$ cat src/rtps_pkg.sv
/*
  Package for the one-hertz prescaler, trim and interrupt mask block.
  Assumes a single slow clock domain and a plain register port.
*/
package rtps_pkg;

  // ----------------------------------------
  // Register offsets (byte addresses)
  // ----------------------------------------
  localparam logic [7:0] PRESCALER_TRIM_CONTROL_OFS = 8'h18;
  localparam logic [7:0] INTERRUPT_ENABLE_MASK_OFS = 8'h1C;
  localparam logic [7:0] RAW_IRQ_STATUS_OFS = 8'h20;
  localparam logic [7:0] MASKED_IRQ_STATUS_OFS = 8'h24;
  localparam logic [7:0] IRQ_CLEAR_OFS = 8'h28;

  // ----------------------------------------
  // Field positions
  // ----------------------------------------
  localparam int DIV_LSB = 0;
  localparam int DIV_W = 15;
  localparam int DEL_LSB = 16;
  localparam int DEL_W = 10;
  localparam int RUN_BIT = 26;
  localparam int CAL_BIT = 0;
  localparam int CNT_BIT = 1;

  // ----------------------------------------
  // Reset values and counts
  // ----------------------------------------
  localparam logic [14:0] DIV_RESET = 15'h7FFF;
  localparam logic [9:0] DEL_RESET = 10'h000;
  localparam logic [9:0] TRIM_PERIOD = 10'h3FF;

  typedef struct packed {
    logic [14:0] tickDivider;
    logic [9:0] trimDeleteCount;
    logic calendarRunEnable;
    logic calendarIrqEnable;
    logic countdownIrqEnable;
    logic [1:0] rawIrq;
    logic [14:0] divCount;
    logic [9:0] trimPos;
    logic calTick;
    logic cntTick;
    logic irqOut;
    logic [31:0] rdData;
  } rtps_state_s;

endpackage

$ cat src/rtps_prescaler.sv
/*
  One-hertz reference prescaler with pulse-deletion trim, lockable
  configuration, and clockwatch/countdown interrupt masking.
  Assumes clk is the slow clock and rst_n is the power-on reset.
  Raw interrupt events come from the calendar and countdown logic
  on the same clock.
*/
// The strobed register port was chosen for this implementation.
`timescale 1ns/10ps
`default_nettype none

module rtps_prescaler (
  // Clock and reset
  input wire logic clk,
  input wire logic rst_n,
  // Register port
  input wire logic [7:0] regAddr,
  input wire logic [31:0] regWrData,
  input wire logic regWrite,
  input wire logic regRead,
  output logic [31:0] regRdData,
  // Interrupt events from calendar and countdown logic
  input wire logic calendarEvent,
  input wire logic countdownEvent,
  // Ticks, run flag and interrupt
  output logic calendarTick,
  output logic countdownTick,
  output logic calendarRun,
  output logic irq
);

  rtps_pkg::rtps_state_s st_ff;
  rtps_pkg::rtps_state_s nxt_st;

  logic [1:0] masked;
  logic deletePulse;
  logic tickNow;

  // ----------------------------------------
  // Next state
  // ----------------------------------------
  always_comb begin
    nxt_st = st_ff;
    masked = st_ff.rawIrq & {st_ff.countdownIrqEnable, st_ff.calendarIrqEnable};

    // Deletions sit at the first positions of each trim period so the
    // correction repeats identically every period.
    deletePulse = (st_ff.trimPos < st_ff.trimDeleteCount);
    if (st_ff.trimPos == rtps_pkg::TRIM_PERIOD - 10'h001) begin
      nxt_st.trimPos = 10'h000;
    end else begin
      nxt_st.trimPos = st_ff.trimPos + 10'h001;
    end

    tickNow = 1'b0;
    if (!deletePulse) begin
      if (st_ff.divCount >= st_ff.tickDivider) begin
        nxt_st.divCount = 15'h0000;
        tickNow = 1'b1;
      end else begin
        nxt_st.divCount = st_ff.divCount + 15'h0001;
      end
    end

    if (st_ff.tickDivider == 15'h0000) begin
      nxt_st.cntTick = ~st_ff.cntTick;
      nxt_st.calTick = 1'b0;
    end else begin
      nxt_st.cntTick = tickNow;
      nxt_st.calTick = tickNow & st_ff.calendarRunEnable;
    end

    // Event set wins over a clear in the same cycle
    if (regWrite && regAddr == rtps_pkg::IRQ_CLEAR_OFS) begin
      nxt_st.rawIrq = st_ff.rawIrq & ~regWrData[1:0];
    end
    nxt_st.rawIrq = nxt_st.rawIrq | {countdownEvent, calendarEvent};

    if (regWrite) begin
      if (regAddr == rtps_pkg::PRESCALER_TRIM_CONTROL_OFS) begin
        if (!st_ff.calendarRunEnable) begin
          nxt_st.tickDivider = regWrData[rtps_pkg::DIV_LSB +: rtps_pkg::DIV_W];
          nxt_st.trimDeleteCount = regWrData[rtps_pkg::DEL_LSB +: rtps_pkg::DEL_W];
          nxt_st.calendarRunEnable = regWrData[rtps_pkg::RUN_BIT];
        end
      end else if (regAddr == rtps_pkg::INTERRUPT_ENABLE_MASK_OFS) begin
        nxt_st.calendarIrqEnable = regWrData[rtps_pkg::CAL_BIT];
        nxt_st.countdownIrqEnable = regWrData[rtps_pkg::CNT_BIT];
      end
    end

    nxt_st.irqOut = |(nxt_st.rawIrq &
      {nxt_st.countdownIrqEnable, nxt_st.calendarIrqEnable});

    nxt_st.rdData = 32'h0000_0000;
    if (regRead) begin
      if (regAddr == rtps_pkg::PRESCALER_TRIM_CONTROL_OFS) begin
        nxt_st.rdData[rtps_pkg::DIV_LSB +: rtps_pkg::DIV_W] = st_ff.tickDivider;
        nxt_st.rdData[rtps_pkg::DEL_LSB +: rtps_pkg::DEL_W] = st_ff.trimDeleteCount;
        nxt_st.rdData[rtps_pkg::RUN_BIT] = st_ff.calendarRunEnable;
      end else if (regAddr == rtps_pkg::INTERRUPT_ENABLE_MASK_OFS) begin
        nxt_st.rdData[rtps_pkg::CAL_BIT] = st_ff.calendarIrqEnable;
        nxt_st.rdData[rtps_pkg::CNT_BIT] = st_ff.countdownIrqEnable;
      end else if (regAddr == rtps_pkg::RAW_IRQ_STATUS_OFS) begin
        nxt_st.rdData[1:0] = st_ff.rawIrq;
      end else if (regAddr == rtps_pkg::MASKED_IRQ_STATUS_OFS) begin
        nxt_st.rdData[1:0] = masked;
      end else begin
        nxt_st.rdData = 32'h0000_0000;
      end
    end
  end

  // ----------------------------------------
  // State register
  // ----------------------------------------
  always_ff @(posedge clk or negedge rst_n) begin
    if (!rst_n) begin
      st_ff <= '0;
      st_ff.tickDivider <= rtps_pkg::DIV_RESET;
      st_ff.trimDeleteCount <= rtps_pkg::DEL_RESET;
    end else begin
      st_ff <= nxt_st;
    end
  end

  assign regRdData = st_ff.rdData;
  assign calendarTick = st_ff.calTick;
  assign countdownTick = st_ff.cntTick;
  assign calendarRun = st_ff.calendarRunEnable;
  assign irq = st_ff.irqOut;

endmodule

`default_nettype wire

$ cat config.mk
export PLATFORM = sky130hd
export DESIGN_NAME = rtps_prescaler
export DESIGN_NICKNAME = d
export VERILOG_FILES = /design/src/rtps_pkg.sv /design/src/rtps_prescaler.sv
export SDC_FILE = /design/constraint.sdc
export NUM_CORES = 1
export LEC_CHECK = 0
export ABC_AREA = 1
export BUFFER_PORTS_ARGS = -buffer_cell sky130_fd_sc_hd__buf_2
export CAP_MARGIN = 20
export CORE_MARGIN = 2
export CORE_UTILIZATION = 25
export DETAILED_ROUTE_END_ITERATION = 8
export SYNTH_ARGS = -nofsm -noshare
export SYNTH_HDL_FRONTEND = slang
export SYNTH_SLANG_ARGS = --single-unit
$ cat constraint.sdc
create_clock -name clk -period 2.9 [get_ports clk]
set_input_delay 0.29 -clock clk [delete_from_list [all_inputs] [get_ports clk]]
set_output_delay 0.29 -clock clk [all_outputs]
set_load 0.02 [all_outputs]
# Yosys cells after proc, flatten, opt, wreduce, memory -nomap -nowiden
# Index checks and enable logic that the tools add are counted.
# W data, S select, Z words.
dict set report word_totals {
  ff_bits 90
  inputBits 46
  out_inout_bits 36
}
dict set report op_classes {
  reduce_logical 5
  n_mux 16
  magnitude_cmp 2
  eq_ne 6
  bitwise 8
  addsub 2
}
# op count
set ops {}
lappend ops {{$mux W15} 2}
lappend ops {{$mux W27} 1}
lappend ops {{$eq A8 B6 Y1 const B} 3}
lappend ops {{$eq A8 B5 Y1 const B} 2}
lappend ops {{$mux W2} 8}
lappend ops {{$add A15 B1 Y15 const B} 1}
lappend ops {{$ge A15 B15 Y1} 1}
lappend ops {{$logic_not A15 Y1} 1}
lappend ops {{$mux W11} 1}
lappend ops {{$add A10 B1 Y10 const B} 1}
lappend ops {{$eq A10 B10 Y1 const B} 1}
lappend ops {{$lt A10 B10 Y1} 1}
lappend ops {{$mux W10} 1}
lappend ops {{$and A2 B2 Y2} 3}
lappend ops {{$mux W1} 3}
lappend ops {{$reduce_and A3 Y1} 1}
lappend ops {{$not A1 Y1} 2}
lappend ops {{$not A2 Y2} 1}
lappend ops {{$or A2 B2 Y2} 1}
lappend ops {{$reduce_and A2 Y1} 1}
lappend ops {{$reduce_or A2 Y1} 1}
lappend ops {{$and A1 B1 Y1} 1}
lappend ops {{$logic_and A1 B1 Y1} 1}

# Logic depth before layout (Yosys ltp)
dict set report depth {
  word_depth 6
  depth_mapped 13
  ltp_nobuf 12
}

# Worst setup path before layout
# OpenSTA, ideal clock, no wires.
dict set report synth_timing {
  path_kind {register -> register}
  startpoint {register st_ff[89] (netlist name)}
  endpoint {register st_ff[48] (netlist name)}
  period_less_slack_ns 1.746
  path_slack_ns 1.154
  stages_incl_launch_ff 10
  setup_time_ns 0.128
  t_required_ns 2.772
  t_arrival_ns 1.618
  path_buffers 0
  cell_sequence {dfstp_2 inv_1 ha_1 nand2_1 nor2_1 nand2_1 a21oi_1 nor2_2 nor2_1 nor2_1}
}
dict set report synth_via {
  elab_chain_len 2
}
# item line_no
set synth_lines {}
lappend synth_lines {{from (decl)} rtps_prescaler.sv:32} ;# rtps_pkg::rtps_state_s st_ff;
lappend synth_lines {{from (signal assigned)} rtps_prescaler.sv:123} ;# st_ff <= nxt_st;
lappend synth_lines {{$ge A15 B15 Y1} rtps_prescaler.sv:57} ;# if (st_ff.divCount >= st_ff.tickDivider) begin
lappend synth_lines {{$mux W15} rtps_prescaler.sv:57}
# Every way passes these cells.
# A chain may end at the register's enable or synchronous reset.

# Final worst setup path
dict set report layout_timing {
  startpoint {register st_ff[84] (netlist name)}
  endpoint {register st_ff[52] (netlist name)}
}
# The elaborated chain is that of the path after synthesis.

==> run summary <==
Status: completed
DPL Wire Length: 7420 um
Slowest cell on crit path: dfstp_2
Reg2reg start: st_ff[84]$_DFFE_PN1P_
Area growth from synthesis to layout: 16.3%
Synth Cell Area: 0.00456 mm^2
Min-delay worst type: in2reg
Clk sinks: 84
Fin util: 29.6%
Critical path class: reg2reg
Die Area: 0.0193 mm^2
Final net count: 685
Post-synthesis cell count: 562
Finished Cell Area: 0.00530 mm^2
Hold path start: calendarEvent
Clock Latency Late Sink: 0.35 ns
Vias post-DR: 3,538
Final period util: 73.6%
First-pass GRT wire length: 17,500 um
Library cells used by synthesis: 28
Max FO, Critical Path: 9
Die width: 139 um
Pleak: 0.00296 uW
Most frequent CP cell: nor2_1
Max-slew headroom: 44.0%
Yosys warns: 0
Critical Path RT: 3.13 ns
Crit path from: st_ff[84]$_DFFE_PN1P_
Setup violators final: 0
Clock skew: 0.0112 ns
Pin count of the biggest net entering global routing: 83
Worst stage delay on the critical path: 0.58 ns
IO Count: 82
Asr flop ratio synth: 100%
Drt drc: 0
Grt met1 use: 15.7%
Syn_area_per_cell: 8.11 um^2
Final Hold Vio Count: 0
DR vias/cell: 4.18
PortBufs: 69
Most Used Layer, Global Route: met2
Placer Congestion: 0.874
Clock transition at path regs: 0.07 ns
Number of synthesized flops with an enable pin: 0
Top post-synthesis cells by area: dfrtp_1, nand2_1, dfstp_2, nor2_1, ha_1
Vias in the first global route: 3,435
Cell chain of the critical path: inv_1, ha_1, nand2_1, nor2_1, nand2_1, a21oi_1, nor2_2, nor2_1, nor2_1
Main synth FF type: dfrtp_1
Layout cells sized above 1: 19.6%
Dpl cell area: 0.00495 mm^2
# rows: 49
Core ar.: 0.0179 mm^2
Pins over their slew limit: 0
Setup TNS: 0 ns
Initial DRT Pass Iterations: 4
Die height: 139 um
Post-DR wirelength/cell: 12.0 um
Post-synth top area share: 37.9%
Top-count cell post-synth: nand2_1
Starting Density: 25.5%
Htree depth: 3
Number of CTS-inserted buffers: 9
Root Driver: clkbuf_16
CP Launch Type: flop
Max cap viols: 0
Met2 Use GR: 16.5%
Total power: 2440 uW
Fmax: 468 MHz
Clock Path Buffers: 2
Fillcell total: 1,952
Top cells by count, synth: nand2_1, nor2_1, inv_1
CP Capture Type: flop
Final wirelength: 10,200 um
M3 GR Usage: 3.52%
Pwr dens: 461 mW/mm^2
Least-Margin Pin Slew: 0.834 ns
Antenna viol nets, final: 0
Minimum clock period: 2.14 ns
Max IR drop VDD: 0.361 mV
Total gr overflow: 0
Initial antenna violation count: 1
CTS tree: yes
Synth area leader: dfrtp_1
First DRT Iteration DRCs: 124
Register bit total from synthesis: 84
Setup bufs post-CTS: 0
Total GRT Usage: 11.2%
Arrival time of the worst setup path: 2.36 ns
Register area share after synthesis: 46.5%
N_diodes: 0
Unrepaired setup endpoints after global routing: no
==> kinds of logic (layout without fill, tap and decap cells) <==
group                    Yosys count  in the layout  synth area share [%]
flip-flops                        84             84                  46.5
other                              1              6                0.0823
AO/OA/AOI/OAI                     48             48                  6.18
AND/OR/NAND/NOR                  277            277                  25.5
buffers and inverters            116            166                  12.5
adder cells (fa/ha/maj)           27             27                  7.41
XOR/XNOR                           9              9                  1.73
==> flip-flops by register name, summed over array words and instances (netlist names) <==
register       count
irq                1
calendarRun        1
calendarTick       1
st_ff             54
countdownTick      1
regRdData         26
==> layout make-up <==
type                    count  area (um^2)  area share, %
well taps                 229          287           5.41
repair buffers             76          423           7.98
inverters                  74          278           5.24
flip-flops and latches     84         2120           40.0
multi-input cells         367         1880           35.6
clock inverters             7         80.1           1.51
clock buffers               9          225           4.25
==> through the flow <==
step / worst slack (ns) / cells / hold WS (ns)
floorplan: 1.15 / 567 / -0.00559
global placement: 0.766 / 828 / 0.493
detailed placement: 0.726 / 828 / 0.498
CTS: 0.716 / 844 / 0.142
global route: 0.531 / 846 / 0.155
finish: 0.765 / 846 / 0.154
==> metal layers <==
metal	wire length (um)	share of wire [%]	up-vias
li1	-	-	1836
met1	5130	50	1609
met2	4290	42	78
met3	608	6.0	13
met4	142	1.4	2
met5	7	0.069	-
==> critical path: cells and delay by family, from the launching register on <==
kind	cells	cell delay, ns
buffers and inverters	1	0.09
adder cells (fa/ha/maj)	1	0.27
flip-flops	1	0.58
AO/OA/AOI/OAI	1	0.17
AND/OR/NAND/NOR	6	0.91
==> path summary, 6_finish.rpt <==
check / end / slack, ns / depth (start not counted)
min: st_ff[60]$_DFF_PN0_ / 0.15 / 3
max: st_ff[52]$_DFFE_PN0N_ / 0.76 / 9
max reg2reg: st_ff[52]$_DFFE_PN0N_ / 0.76 / 9
min reg2reg: regRdData[21]$_DFF_PN0_ / 0.50 / 2
max in group asynchronous: st_ff[83]$_DFFE_PN1P_ / 1.75 / 4
min in group asynchronous: st_ff[39]$_DFF_PN0_ / 0.34 / 2
==> placed cells by master (no fill, tap or decap), drive strengths merged <==
cell type / instances
nand2: 121
nor2: 94
inv: 77
buf: 75
dfrtp: 69
nand3: 37
a21oi: 36
ha: 27
dfstp: 15
nor3: 10
o21ai: 10
nand4: 9
clkbuf: 9
xor2: 6
conb: 6
nor4: 3
xnor2: 3
clkinvlp: 2
a21o: 1
or2: 1
nor3b: 1
a31oi: 1
and3: 1
clkinv: 1
bufinv: 1
dlygate4sd3: 1
==> power breakdown <==
| part | total (uW) | switching, uW | internal [uW] |
|---|---|---|---|
| Combinational | 83.9 | 54.1 | 29.8 |
| Clock | 1180 | 504 | 678 |
| Sequential | 1180 | 1.21 | 1180 |
==> timing repair <==
item / 4_1_cts / 5_1_grt
hold endpoints to repair: 0 / 12
gates resized for setup: 0 / 0
hold buffers: 0 / 1
Power figures use the tool's default switching activity.
